`config.mk`:
```
export PLATFORM = sky130hd
export DESIGN_NAME = tdd_top
export DESIGN_NICKNAME = d
export VERILOG_FILES = /design/src/inc/tdd_pkg.sv /design/src/design/tdd_axis_cmp.sv /design/src/design/tdd_top.sv
export SDC_FILE = /design/constraint.sdc
export NUM_CORES = 1
export LEC_CHECK = 0
export BUFFER_PORTS_ARGS = -buffer_cell sky130_fd_sc_hd__buf_2
export CORE_UTILIZATION = 45
export CTS_CLUSTER_SIZE = 40
export DETAILED_ROUTE_END_ITERATION = 10
export PLACE_DENSITY = 0.74
export SETUP_SLACK_MARGIN = 0.2
export SLEW_MARGIN = 15
export SYNTH_ARGS = -nofsm -noshare
export SYNTH_HDL_FRONTEND = slang
export SYNTH_HIERARCHICAL = 1
export SYNTH_SLANG_ARGS = --single-unit
```
`constraint.sdc`:
```
create_clock -name i_clk -period 23.2 [get_ports i_clk]
set_clock_uncertainty 0.05 [all_clocks]
set_input_delay 1.16 -clock i_clk [delete_from_list [all_inputs] [get_ports i_clk]]
set_output_delay 1.16 -clock i_clk [all_outputs]
set_load 0.05 [all_outputs]
```
`src/inc/tdd_pkg.sv`:
```
// Package with register map, field positions and timing constants for the transient debounce stage
package tdd_pkg;
  // Register offsets
  localparam logic [7:0] TDD_ADDR_CFG = 8'h1d;
  localparam logic [7:0] TDD_ADDR_SRC = 8'h1e;
  localparam logic [7:0] TDD_ADDR_THS = 8'h1f;
  localparam logic [7:0] TDD_ADDR_CNT = 8'h20;
  // Reset values
  localparam logic [7:0] TDD_THS_RST = 8'h00;
  localparam logic [7:0] TDD_CNT_RST = 8'h00;
  localparam logic [7:0] TDD_CFG_RST = 8'h00;
  // Field positions
  localparam int TDD_MODE_BIT = 7;
  localparam int TDD_ELE_BIT = 4;
  localparam int TDD_ZEN_BIT = 3;
  localparam int TDD_YEN_BIT = 2;
  localparam int TDD_XEN_BIT = 1;
  localparam int TDD_BYP_BIT = 0;
  localparam int TDD_EA_BIT = 6;
  // Threshold scaling: 63 mg per count, samples given in mg
  localparam logic [15:0] TDD_MG_PER_LSB = 16'h003f;
  // Range limit in low-noise mode, 4 g in mg
  localparam logic [15:0] TDD_LN_LIMIT_MG = 16'h0fa0;
  // Data rate codes
  typedef enum logic [2:0] {
    TDD_ODR_800, TDD_ODR_400, TDD_ODR_200, TDD_ODR_100,
    TDD_ODR_50, TDD_ODR_12P5, TDD_ODR_6P25, TDD_ODR_1P56
  } tdd_odr_t;
  // Oversampling power modes
  typedef enum logic [1:0] {
    TDD_OSR_NORMAL, TDD_OSR_LP_LOW_NOISE, TDD_OSR_HIRES, TDD_OSR_LOWPWR
  } tdd_osr_t;
  // Time steps in microseconds
  localparam logic [17:0] TDD_STEP_1P25_US = 18'h0_04e2;
  localparam logic [17:0] TDD_STEP_2P5_US = 18'h0_09c4;
  localparam logic [17:0] TDD_STEP_5_US = 18'h0_1388;
  localparam logic [17:0] TDD_STEP_10_US = 18'h0_2710;
  localparam logic [17:0] TDD_STEP_20_US = 18'h0_4e20;
  localparam logic [17:0] TDD_STEP_80_US = 18'h1_3880;
  localparam logic [17:0] TDD_STEP_160_US = 18'h2_7100;
  // Clock period in nanoseconds and ns per us
  localparam int TDD_CLK_NS = 10;
  localparam int TDD_NS_PER_US = 1000;
  localparam int TDD_CYC_PER_US = TDD_NS_PER_US / TDD_CLK_NS;
endpackage : tdd_pkg

```
`src/design/tdd_axis_cmp.sv`:
```
// Per-axis magnitude versus threshold comparator with range clamp
module tdd_axis_cmp
  import tdd_pkg::*;
(
  // Clock and reset
  input wire logic i_clk,
  input wire logic i_rst,
  // Sample and controls
  input wire logic signed [15:0] i_sample_mg,
  input wire logic [15:0] i_thr_mg,
  input wire logic i_low_noise,
  // Results
  output logic o_above,
  output logic o_neg
);
  logic [15:0] mag;
  logic [15:0] lim;

  // Magnitude, clamped to 4 g when low noise is on
  always_comb begin
    mag = i_sample_mg[15] ? 16'(-i_sample_mg) : 16'(i_sample_mg);
    lim = (i_low_noise && mag > TDD_LN_LIMIT_MG) ? TDD_LN_LIMIT_MG : mag;
  end

  // Registered compare result
  always_ff @(posedge i_clk) begin
    if (i_rst) begin
      o_above <= 1'b0;
      o_neg <= 1'b0;
    end else begin
      o_above <= lim > i_thr_mg;
      o_neg <= i_sample_mg[15];
    end
  end
endmodule : tdd_axis_cmp

```
`src/design/tdd_top.sv`:
```
// Transient threshold and debounce stage with its register slice
// Operation
// - With mode bit 7 clear, a period without the condition decrements the counter.
// - With mode bit 7 set, a period without the condition clears the counter.
// - The low seven threshold bits are an unsigned level of 63 mg per count, independent of range.
// - With low noise set, measured magnitudes are limited to 4 g.
// - The event flag rises only when the counter reaches the programmed count while an enabled axis is above threshold.
// - Normal mode steps are 1.25, 2.5, 5, 10 ms and 20 ms at 50 Hz and slower.
// - High resolution steps 2.5 ms at 400 Hz and below; low-power low-noise 80 ms at 12.5 Hz and below; low power 80 ms at 12.5 Hz and 160 ms below.
// - Response time lies between the programmed count less one and the programmed count, times the selected step, as the tick runs free.
// - An axis flag goes active only when the event fires, for an enabled axis that is above threshold at that step.
// - With latch on, the event flag holds until the source register is read, and that read clears it unless a new event fires in the same cycle.
module tdd_top
  import tdd_pkg::*;
#(
  // Clock cycles per microsecond of debounce step
  parameter int CYC_PER_US = TDD_CYC_PER_US
) (
  // Clock and reset
  input wire logic i_clk,
  input wire logic i_rst,
  // Register port
  input wire logic i_reg_wr,
  input wire logic i_reg_rd,
  input wire logic [7:0] i_reg_addr,
  input wire logic [7:0] i_reg_wdata,
  output logic [7:0] o_reg_rdata,
  // Rate and mode selection
  input wire logic [2:0] i_odr_sel,
  input wire logic [1:0] i_osr_sel,
  input wire logic i_low_noise,
  // High-pass and raw samples in mg
  input wire logic signed [15:0] i_hp_x,
  input wire logic signed [15:0] i_hp_y,
  input wire logic signed [15:0] i_hp_z,
  input wire logic signed [15:0] i_raw_x,
  input wire logic signed [15:0] i_raw_y,
  input wire logic signed [15:0] i_raw_z,
  // Status
  output logic o_event,
  output logic [7:0] o_count
);
  logic [7:0] ths_r;
  logic [7:0] cnt_r;
  logic [7:0] cfg_r;
  logic [7:0] src_r;
  logic [7:0] dbc_r;
  logic [7:0] dbc_nxt;
  logic [24:0] tick_r;
  logic [24:0] step_cyc;
  logic tick;
  logic [15:0] thr_mg;
  logic [2:0] above;
  logic [2:0] neg;
  logic cond;
  logic fire;
  logic src_rd;
  logic signed [15:0] smp [3];

  // Time step per data rate and power mode
  function automatic logic [17:0] step_us(input logic [2:0] odr, input logic [1:0] osr);
    logic [17:0] s;
    s = TDD_STEP_20_US;
    case (odr)
      TDD_ODR_800: s = TDD_STEP_1P25_US;
      TDD_ODR_400: s = TDD_STEP_2P5_US;
      TDD_ODR_200: s = TDD_STEP_5_US;
      TDD_ODR_100: s = TDD_STEP_10_US;
      default: s = TDD_STEP_20_US;
    endcase
    if (osr == TDD_OSR_HIRES && odr != TDD_ODR_800) begin
      s = TDD_STEP_2P5_US;
    end else if (osr == TDD_OSR_LP_LOW_NOISE && odr >= TDD_ODR_12P5) begin
      s = TDD_STEP_80_US;
    end else if (osr == TDD_OSR_LOWPWR && odr == TDD_ODR_12P5) begin
      s = TDD_STEP_80_US;
    end else if (osr == TDD_OSR_LOWPWR && odr > TDD_ODR_12P5) begin
      s = TDD_STEP_160_US;
    end
    return s;
  endfunction : step_us

  // Step length in clock cycles
  assign step_cyc = 25'(step_us(i_odr_sel, i_osr_sel)) * 25'(CYC_PER_US);
  assign tick = (tick_r >= step_cyc - 25'd1);

  // Period tick counter
  always_ff @(posedge i_clk) begin
    if (i_rst) begin
      tick_r <= '0;
    end else begin
      tick_r <= tick ? '0 : tick_r + 25'd1;
    end
  end

  // Threshold scaled to mg
  assign thr_mg = 16'(ths_r[6:0]) * TDD_MG_PER_LSB;

  // Input selection: high-pass unless bypassed
  assign smp[0] = cfg_r[TDD_BYP_BIT] ? i_raw_x : i_hp_x;
  assign smp[1] = cfg_r[TDD_BYP_BIT] ? i_raw_y : i_hp_y;
  assign smp[2] = cfg_r[TDD_BYP_BIT] ? i_raw_z : i_hp_z;

  // Axis comparators
  genvar g;
  generate
    for (g = 0; g < 3; g++) begin : g_axis
      tdd_axis_cmp u_cmp (
        .i_clk(i_clk),
        .i_rst(i_rst),
        .i_sample_mg(smp[g]),
        .i_thr_mg(thr_mg),
        .i_low_noise(i_low_noise),
        .o_above(above[g]),
        .o_neg(neg[g])
      );
    end
  endgenerate

  // Condition over enabled axes
  assign cond = |(above & {cfg_r[TDD_ZEN_BIT], cfg_r[TDD_YEN_BIT], cfg_r[TDD_XEN_BIT]});

  // Debounce next value
  always_comb begin
    dbc_nxt = dbc_r;
    if (cond) begin
      if (dbc_r < cnt_r) begin
        dbc_nxt = dbc_r + 8'h01;
      end
    end else if (ths_r[TDD_MODE_BIT]) begin
      dbc_nxt = 8'h00;
    end else if (dbc_r != 8'h00) begin
      dbc_nxt = dbc_r - 8'h01;
    end
  end
  assign fire = tick && cond && (dbc_nxt == cnt_r);

  // Debounce counter, one step per debounce tick
  always_ff @(posedge i_clk) begin
    if (i_rst) begin
      dbc_r <= '0;
    end else if (tick) begin
      dbc_r <= dbc_nxt;
    end
  end

  // Configuration registers
  always_ff @(posedge i_clk) begin
    if (i_rst) begin
      cfg_r <= TDD_CFG_RST;
      ths_r <= TDD_THS_RST;
      cnt_r <= TDD_CNT_RST;
    end else if (i_reg_wr) begin
      if (i_reg_addr == TDD_ADDR_CFG) cfg_r <= i_reg_wdata;
      if (i_reg_addr == TDD_ADDR_THS) ths_r <= i_reg_wdata;
      if (i_reg_addr == TDD_ADDR_CNT) cnt_r <= i_reg_wdata;
    end
  end

  // Read of the source register
  assign src_rd = i_reg_rd && (i_reg_addr == TDD_ADDR_SRC);

  // Source flags; a new event wins over the read clear, latched or not
  always_ff @(posedge i_clk) begin
    if (i_rst) begin
      src_r <= 8'h00;
    end else if (fire && !(cfg_r[TDD_ELE_BIT] && src_r[TDD_EA_BIT] && !src_rd)) begin
      src_r <= {1'b0, 1'b1, above[2] & cfg_r[TDD_ZEN_BIT], neg[2], above[1] & cfg_r[TDD_YEN_BIT], neg[1],
                above[0] & cfg_r[TDD_XEN_BIT], neg[0]};
    end else if (src_rd) begin
      src_r <= 8'h00;
    end
  end

  // Read data register
  always_ff @(posedge i_clk) begin
    if (i_rst) begin
      o_reg_rdata <= 8'h00;
    end else if (i_reg_rd) begin
      case (i_reg_addr)
        TDD_ADDR_CFG: o_reg_rdata <= cfg_r;
        TDD_ADDR_SRC: o_reg_rdata <= src_r;
        TDD_ADDR_THS: o_reg_rdata <= ths_r;
        TDD_ADDR_CNT: o_reg_rdata <= cnt_r;
        default: o_reg_rdata <= 8'h00;
      endcase
    end
  end

  assign o_event = src_r[TDD_EA_BIT];
  assign o_count = dbc_r;

  // Checks
  AST_CLEAR_MODE: assert property (@(posedge i_clk) disable iff (i_rst)
    tick && !cond && ths_r[TDD_MODE_BIT] |=> dbc_r == 8'h00) else $error("counter not cleared");
  AST_DEC_MODE: assert property (@(posedge i_clk) disable iff (i_rst)
    tick && !cond && !ths_r[TDD_MODE_BIT] && dbc_r != 8'h00 |=> dbc_r == $past(dbc_r) - 8'h01)
    else $error("counter not decremented");
  AST_INC: assert property (@(posedge i_clk) disable iff (i_rst)
    tick && cond && dbc_r < cnt_r |=> dbc_r == $past(dbc_r) + 8'h01) else $error("counter not incremented");
  AST_SAT: assert property (@(posedge i_clk) disable iff (i_rst)
    dbc_r <= cnt_r || $past(i_reg_wr)) else $error("counter beyond target");
  AST_FIRE: assert property (@(posedge i_clk) disable iff (i_rst)
    fire && !cfg_r[TDD_ELE_BIT] |=> o_event) else $error("event not raised");
  AST_NO_FIRE: assert property (@(posedge i_clk) disable iff (i_rst)
    !o_event && !fire |=> !o_event) else $error("event without debounce");
  AST_HOLD: assert property (@(posedge i_clk) disable iff (i_rst)
    o_event && !(i_reg_rd && i_reg_addr == TDD_ADDR_SRC) |=> o_event) else $error("event lost");
  AST_READ_CLR: assert property (@(posedge i_clk) disable iff (i_rst)
    o_event && i_reg_rd && i_reg_addr == TDD_ADDR_SRC && !fire |=> !o_event) else $error("read did not clear");
  AST_STEP: assert property (@(posedge i_clk) disable iff (i_rst)
    i_odr_sel == TDD_ODR_800 |-> step_cyc == 25'(CYC_PER_US) * 25'd1250) else $error("wrong 800 Hz step");
  AST_STEP_NORMAL: assert property (@(posedge i_clk) disable iff (i_rst)
    i_osr_sel == TDD_OSR_NORMAL && i_odr_sel == TDD_ODR_100 |-> step_cyc == 25'(CYC_PER_US) * 25'd10000) else $error("wrong normal step");
  AST_STEP_HIRES: assert property (@(posedge i_clk) disable iff (i_rst)
    i_osr_sel == TDD_OSR_HIRES && i_odr_sel != TDD_ODR_800 |-> step_cyc == 25'(CYC_PER_US) * 25'd2500) else $error("wrong hires step");
  AST_STEP_SLOW: assert property (@(posedge i_clk) disable iff (i_rst)
    i_osr_sel == TDD_OSR_LOWPWR && i_odr_sel == TDD_ODR_1P56 |-> step_cyc == 25'(CYC_PER_US) * 25'd160000) else $error("wrong slow step");
  AST_SET_WINS: assert property (@(posedge i_clk) disable iff (i_rst)
    src_rd && fire |=> o_event) else $error("event lost to read clear");
endmodule : tdd_top

```
---- Word-level counts from Yosys, hierarchy flattened ----
Cells that the tools add are included.
storage, ports and cells
  register bits ........................... 78
  bits of input ports ..................... 122
  output and inout bits ................... 17
  word-level logic and storage cells ...... 93
operators by class
  add/subtract/negate cells ............... 7
  multiply operators ...................... 2
  $lt $le $gt $ge ......................... 10
  equal/unequal tests ..................... 12
  muxes and demuxes ....................... 21
  bitwise operators ....................... 4
  reduce and logical (&&, ||, !) cells .... 24
operators with widths
  operator                                                                            number
  16-bit 2-to-1 mux                                                                   9
  18-bit 2-to-1 mux                                                                   4
  15-bit case mux with 4 select lines                                                 1
  16-bit by 12-bit greater-than comparator with 1-bit output (second input constant)  3
  16-bit by 13-bit greater-than comparator with 1-bit output                          3
  16-bit negator                                                                      3
  8-bit 2-to-1 mux                                                                    4
  8-bit case mux with 4 select lines                                                  1
  25-bit by 1-bit adder with 25-bit output (second input constant)                    1
  25-bit greater-or-equal comparator                                                  1
  25-bit by 1-bit subtractor with 25-bit output (second input constant)               1
  8-bit by 5-bit == test with 1-bit output (second input constant)                    3
  18-bit by 5-bit multiplier with 23-bit output (second input constant)               1
  7-bit 2-to-1 mux                                                                    2
  1-bit logical AND                                                                   13
  7-bit by 6-bit multiplier with 13-bit output (second input constant)                1
  8-bit by 1-bit adder with 8-bit output (second input constant)                      1
  8-bit by 6-bit == test with 1-bit output (second input constant)                    1
  8-bit == test                                                                       1
  8-bit < comparator                                                                  1
  8-bit nonzero test                                                                  1
  8-bit by 1-bit subtractor with 8-bit output (second input constant)                 1
  3-bit by 2-bit == test with 1-bit output (second input constant)                    2
  2-bit AND reduction                                                                 3
  other kinds (14)                                                                    18

---- Longest topological paths before layout ----
  depth after elaboration ................. 13
  mapped depth ............................ 30
  mapped depth without buffers ............ 28

---- Hierarchy ----
The synthesis kept the hierarchy.
by module, submodules not included
  module                              times used  cells an instance  area each (um^2)  seq. area each (um^2)
  tdd_top                             1           969                7995.2            1441.4
  tdd_axis_cmp (g_axis[1].u_cmp ...)  2           143                1038.5            40.0
  tdd_axis_cmp (g_axis[0].u_cmp)      1           145                1043.5            40.0

---- Least setup slack after synthesis ----
OpenSTA, ideal clock, no wires.
  kind .................................... input to register
  start point ............................. input port i_odr_sel[1]
  end point ............................... register src_r[6]
  setup time .............................. 0.115 ns
  arrival time ............................ 7.974 ns
  data required time ...................... 23.035 ns
  path slack .............................. 15.061 ns
  cell stages on the path ................. 27
  path buffers ............................ 2
  path through ............................ clkbuf_1 > or2_2 > a21oi_1 > nor2_1 > o21a_1 > ha_1 > ha_1 > fa_1 > ha_1 > a21o_1 > or4_1 > and4_4 > or3b_1 > or3_4 > nand3b_4 > or2_1 > xor2_1 > ha_1 > a21o_1 > a211o_1 > a211oi_1 > nand2_1 > o31ai_1 > nor4b_1 > and4_1 > buf_2 > o21a_1
on the way
  longest elaborated chain between the ends .. 13
  elaborated cells between the ends (all ways) .. 25
  those cells by class .................... add/sub (1); mul (1); order compare (3); eq/ne (4); mux (6); reduce/logical (10)
RTL lines
  element                                                                   line                          text
  from (decl)                                                               tdd_top.sv:29                 input wire logic [2:0] i_odr_sel,
  3-bit by 2-bit == test with 1-bit output, or another cell as far along    tdd_top.sv:64                 case (odr)
  15-bit case mux with 4 select lines or 1-bit logical AND (tied branches)  tdd_top.sv:64, tdd_top.sv:77
  18-bit 2-to-1 mux                                                         tdd_top.sv:77                 end else if (osr == TDD_OSR_LOWPWR && odr > TDD_ODR_12P5) begin
  18-bit 2-to-1 mux                                                         tdd_top.sv:75                 end else if (osr == TDD_OSR_LOWPWR && odr == TDD_ODR_12P5) begin
  18-bit 2-to-1 mux                                                         tdd_top.sv:73                 end else if (osr == TDD_OSR_LP_LOW_NOISE && odr >= TDD_ODR_12P5) begin
  18-bit 2-to-1 mux *                                                       tdd_top.sv:71                 if (osr == TDD_OSR_HIRES && odr != TDD_ODR_800) begin
  18-bit by 5-bit multiplier with 23-bit output *                           tdd_top.sv:84                 assign step_cyc = 25'(step_us(i_odr_sel, i_osr_sel)) * 25'(CYC_PER_US);
  25-bit by 1-bit subtractor with 25-bit output *                           tdd_top.sv:85                 assign tick = (tick_r >= step_cyc - 25'd1);
  25-bit greater-or-equal comparator *                                      tdd_top.sv:85
  1-bit logical AND * (2 in a row)                                          tdd_top.sv:136                assign fire = tick && cond && (dbc_nxt == cnt_r);
  1-bit logical AND *                                                       tdd_top.sv:167                end else if (fire && !(cfg_r[TDD_ELE_BIT] && src_r[TDD_EA_BIT] && !src_rd)) begin
  7-bit 2-to-1 mux or 2-bit nonzero test (tied branches)                    --
  to (signal assigned)                                                      tdd_top.sv:168                src_r <= {1'b0, 1'b1, above[2] & cfg_r[TDD_ZEN_BIT], neg[2], above[1] & cfg_r[TDD_YEN_BIT], neg[1],
  to (decl)                                                                 tdd_top.sv:46                 logic [7:0] src_r;
Every way passes the cells marked *; elsewhere a longest branch is shown, timed or not.
A chain may end at the register's enable or synchronous reset.

---- Final worst setup path ----
  start point ............................. input port i_osr_sel[0]
  end point ............................... register tick_r[3]
on the way
  longest elaborated chain between the ends .. 10
  elaborated cells between the ends (all ways) .. 15
  those cells by class .................... add/sub (1); mul (1); order compare (1); eq/ne (3); mux (4); reduce/logical (5)
RTL lines
  element                                          line                          text
  from (decl)                                      tdd_top.sv:30                 input wire logic [1:0] i_osr_sel,
  2-bit == test                                    tdd_top.sv:75, tdd_top.sv:77
  1-bit logical AND                                tdd_top.sv:77
  18-bit 2-to-1 mux                                tdd_top.sv:77
  18-bit 2-to-1 mux                                tdd_top.sv:75
  18-bit 2-to-1 mux                                tdd_top.sv:73
  18-bit 2-to-1 mux *                              tdd_top.sv:71
  18-bit by 5-bit multiplier with 23-bit output *  tdd_top.sv:84
  25-bit by 1-bit subtractor with 25-bit output *  tdd_top.sv:85
  25-bit greater-or-equal comparator *             tdd_top.sv:85
  2-bit OR reduction (no line) *                   --
  to (signal assigned)                             tdd_top.sv:92                 tick_r <= tick ? '0 : tick_r + 25'd1;
  to (decl)                                        tdd_top.sv:49                 logic [24:0] tick_r;
Marked as above.

==> qor.yml <==
run_status:
  outcome: "finished, final reports clean"
route:
  post_drt_wl_per_cell_um: 14.3
  via_per_inst: 5.56
  wl_um: 26400
  vias: 10200
  ant_nets: 0
  detail_route.drc_violations: 0
  drt_iter0_markers: 568
  drt-pass1-iter-count: 6
sta:
  worst_slew_margin_rel: 0.456
  grt_setup_unrepaired: "no"
  fin_crit_ns: 8.15
  timing.final.max_slew_violations: 0
  setup-tns-final_ns: 0
  final-setup-viol-count: 0
  timing_hold_violations_final: 0
  achievable-frequency_mhz: 123
  period_share: 0.351
  hold_ws_ns: 0.404
  timing_worst_slew_pin_value_ns: 0.806
clock_network:
  post-cts-setup-buffers: 0
  ctsRootBufferMaster: "sky130_fd_sc_hd__clkbuf_16"
  cts-hold-fix-buffers: 0
  tritoncts_clock_tree: "yes"
  number_of_gates_given_a_new_drive_strength_after_cts: 0
  clk-insertion-delay-late_ns: 0.34
  clock_tree.htree_level_count: 3
  num_cts_buffers: 9
  worst_setup_hold_path_clk_slew_ns: 0.06
  clock_sinks: 78
  maximum_buffer_depth_of_the_clock_tree: 2
synth:
  cell_count_after_synthesis: 1400
  combinational_family_with_the_most_area_after_synthesis: "adder cells"
  synthTopCellsByArea: "sky130_fd_sc_hd__ha_1 18%, sky130_fd_sc_hd__dfxtp_1 14%, sky130_fd_sc_hd__mux2_2 5.0%, sky130_fd_sc_hd__fa_1 4.9%, sky130_fd_sc_hd__xnor2_1 4.4%"
  yosys_most_used_dff: "sky130_fd_sc_hd__dfxtp_1"
  sequential_area_share_after_synthesis: 0.140
  yosys.area.top_type: "sky130_fd_sc_hd__ha_1"
  most_used_standard_cell_by_instance_count_after_synthesis: "sky130_fd_sc_hd__ha_1"
  synth_warnings: 6
  muxShareOfSynthArea: 0.0813
  number_of_flops_mapped_to_enable_cells_by_yosys: 0
  post_synth.cell_area_avg_um2: 7.94
  post-synth-top-area-fraction: 0.176
  yosysUniqueCellTypes: 87
  post_synthesis_xor_xnor_area_fraction: 0.0867
  synth_compound_gate_area_share: 0.184
  synth_adder_area_share: 0.224
  synthTopCellsByCount: "156 x sky130_fd_sc_hd__ha_1, 125 x sky130_fd_sc_hd__inv_1, 118 x sky130_fd_sc_hd__nand2_1, 112 x sky130_fd_sc_hd__nor2_1, 90 x sky130_fd_sc_hd__a21oi_1"
  post_synth_and_or_nand_nor_area_fraction: 0.221
  post_synthesis_instance_area_um2: 11100
  flip_flop_and_latch_count_after_synthesis: 78
  async_reset_ff_frac: 0
setup_path:
  crit_path_start: "i_osr_sel[0]"
  critical_path.slowest_cell: "sky130_fd_sc_hd__fa_1"
  worst_path_dominant_cell_family: "simple AND/OR/NAND/NOR gates"
  worst-path-max-fanout: 24
  critical_path_buf_inv_count: 5
  crit_required_ns: 23.41
  critical-path-max-stage-delay_ns: 0.52
  path_depth: 28
  endpoint_kind: "flop"
  timing.critical_path.from_type: "input pin"
  critical_path_arrival_ns: 8.36
  worst_r2r_path_depth: 22
  type_of_the_worst_setup_path: "in -> reg"
  critical_path.most_common_cell: "sky130_fd_sc_hd__ha_1"
  worst_r2r_startpoint: "ths_r[0]$_SDFFE_PP0P_"
hold_path:
  hold_crit_class: "reg -> reg"
  worstHoldStart: "g_axis[0].u_cmp/o_neg$_SDFF_PP0_"
  holdPathStages: 2
floorplanning:
  floorplan.initialDensity: 0.458
  placement_rows: 57
  fp.dieArea_um2: 25300
  core_region_area_um2: 24200
  i_o_pin_total: 139
  die_width_um: 159
  chipHeight_um: 159
finish:
  antenna_cells: 0
  post_route_cells_drive_above_1_share: 0.165
  finalInstanceArea_um2: 12400
  syn2layout_area_growth_pct: 11.4
  finalNetCount: 1818
grt:
  grtUsageTotal: 0.207
  grt_antenna_before_repair: 0
  wire_length_of_the_first_global_routing_pass_um: 44800
  overflow: 0
  first_global_vias: 9810
  grt_max_degree: 48
power:
  power.leakage_uw: 0.00551
  ir_drop_worst_case_vdd_mv: 0.0389
  power_density_nw_per_um2: 43.1
placed_design:
  hpwl_um: 21500
  io_buffer_count: 138
  gp_routability_congestion: 0.937
  dpl_cell_area_um2: 12100
job:
  drv_cap: 0
-- cells by family after synthesis --
family          count (synthesis)
buf+inv                       177
fa+ha+maj                     183
flops                          78
compound gates                295
other cells                     1
xor+xnor                      107
simple gates                  475
mux                            84
-- area by class of cell --
type                    instances  area (um2)
well taps                     324         405
clock inverters                 6        92.6
multi-input cells            1155        8900
inverters                     126         473
fillers                      2340       11900
flip-flops and latches         78        1560
repair buffers                143         728
clock buffers                  10         229
-- per-stage QoR --
step / instances / setup slack [ns] / power [uW] / util
after floorplan: 1410 / 15.06 / 335 / -
after detailed placement: 1826 / 14.70 / 386 / 0.498
after CTS: 1842 / 15.06 / 539 / 0.511
after global placement: 1826 / 14.94 / 380 / 0.498
final: 1842 / 15.05 / 534 / 0.511
after global routing: 1842 / 14.50 / 577 / 0.511
-- registers in the layout (all words and copies together) (netlist names) --
signal / cells
g_axis.u_cmp/o_above: 3
tick_r: 25
o_count: 8
ths_r: 8
g_axis.u_cmp/o_neg: 3
cnt_r: 8
o_reg_rdata: 8
cfg_r: 8
src_r: 7
-- path summary, 6_finish.rpt --
path                                                      endpoint  slack [ns]
worst max register to register  g_axis[0].u_cmp/o_above$_SDFF_PP0_       17.72
worst min register to register               src_r[0]$_SDFFE_PP0P_        0.40
worst min-delay path                         src_r[0]$_SDFFE_PP0P_        0.40
worst max-delay path                          tick_r[3]$_SDFF_PP0_       15.05
-- cells in the final DEF (no fill, tap or decap), types with 8 or more instances in the layout --
cell,n
sky130_fd_sc_hd__nand3_1,39
sky130_fd_sc_hd__o41ai_1,10
sky130_fd_sc_hd__conb_1,11
sky130_fd_sc_hd__nor4_1,10
sky130_fd_sc_hd__or3_1,13
sky130_fd_sc_hd__o211ai_1,8
sky130_fd_sc_hd__nand2_1,118
sky130_fd_sc_hd__o21a_1,9
sky130_fd_sc_hd__o31ai_1,14
sky130_fd_sc_hd__mux2_2,49
sky130_fd_sc_hd__clkbuf_16,9
sky130_fd_sc_hd__buf_2,138
sky130_fd_sc_hd__nor3_1,27
sky130_fd_sc_hd__or4_1,12
sky130_fd_sc_hd__xor2_1,49
sky130_fd_sc_hd__ha_1,156
sky130_fd_sc_hd__o21ai_0,45
sky130_fd_sc_hd__nand2b_1,17
sky130_fd_sc_hd__dfxtp_1,77
sky130_fd_sc_hd__and2_1,15
sky130_fd_sc_hd__mux2i_1,34
sky130_fd_sc_hd__or2_2,17
sky130_fd_sc_hd__inv_1,125
sky130_fd_sc_hd__fa_1,27
sky130_fd_sc_hd__xnor2_1,56
sky130_fd_sc_hd__nor2b_1,25
sky130_fd_sc_hd__a21oi_1,90
sky130_fd_sc_hd__o21bai_1,10
sky130_fd_sc_hd__a21o_1,22
sky130_fd_sc_hd__nor2_1,112
sky130_fd_sc_hd__and3_1,13
sky130_fd_sc_hd__nand4_1,16
sky130_fd_sc_hd__a211oi_1,12
sky130_fd_sc_hd__o41ai_2,9
-- power by group --
| group | total [uW] | switching [uW] | leakage (uW) | internal [uW] |
|---|---|---|---|---|
| Sequential | 137 | 1.73 | 0.000631 | 135 |
| Clock | 152 | 56.8 | 0.000150 | 95.0 |
| Combinational | 245 | 135 | 0.00473 | 111 |
| Total | 534 | 193 | 0.00551 | 341 |
-- worst reg2reg max path, stage by stage, from the launching register on --
cell	delay, ns
sky130_fd_sc_hd__dfxtp_1	0.61
sky130_fd_sc_hd__fa_1	0.54
sky130_fd_sc_hd__inv_1	0.09
sky130_fd_sc_hd__fa_1	0.43
sky130_fd_sc_hd__fa_1	0.54
sky130_fd_sc_hd__inv_1	0.05
sky130_fd_sc_hd__ha_1	0.33
sky130_fd_sc_hd__a21oi_1	0.24
sky130_fd_sc_hd__o21bai_1	0.10
sky130_fd_sc_hd__a21oi_1	0.22
sky130_fd_sc_hd__o21bai_1	0.09
sky130_fd_sc_hd__a21oi_1	0.24
sky130_fd_sc_hd__o21bai_1	0.09
sky130_fd_sc_hd__a21oi_1	0.18
sky130_fd_sc_hd__xnor2_1	0.33
sky130_fd_sc_hd__inv_1	0.11
sky130_fd_sc_hd__ha_1	0.31
sky130_fd_sc_hd__nand2_1	0.09
sky130_fd_sc_hd__nor3_1	0.06
sky130_fd_sc_hd__a211oi_1	0.17
sky130_fd_sc_hd__o21ai_0	0.13
sky130_fd_sc_hd__o2111ai_1	0.21
sky130_fd_sc_hd__nand3_1	0.13
-- layer usage --
metal  track usage  wire, um  vias to the layer above
li1              -         -                     5197
met1         0.252     11500                     4737
met2         0.382     13300                      261
met3        0.0250      1120                       46
met4        0.0568       497                        0
met5             0         0                        -
Power figures use the tool's default switching activity.
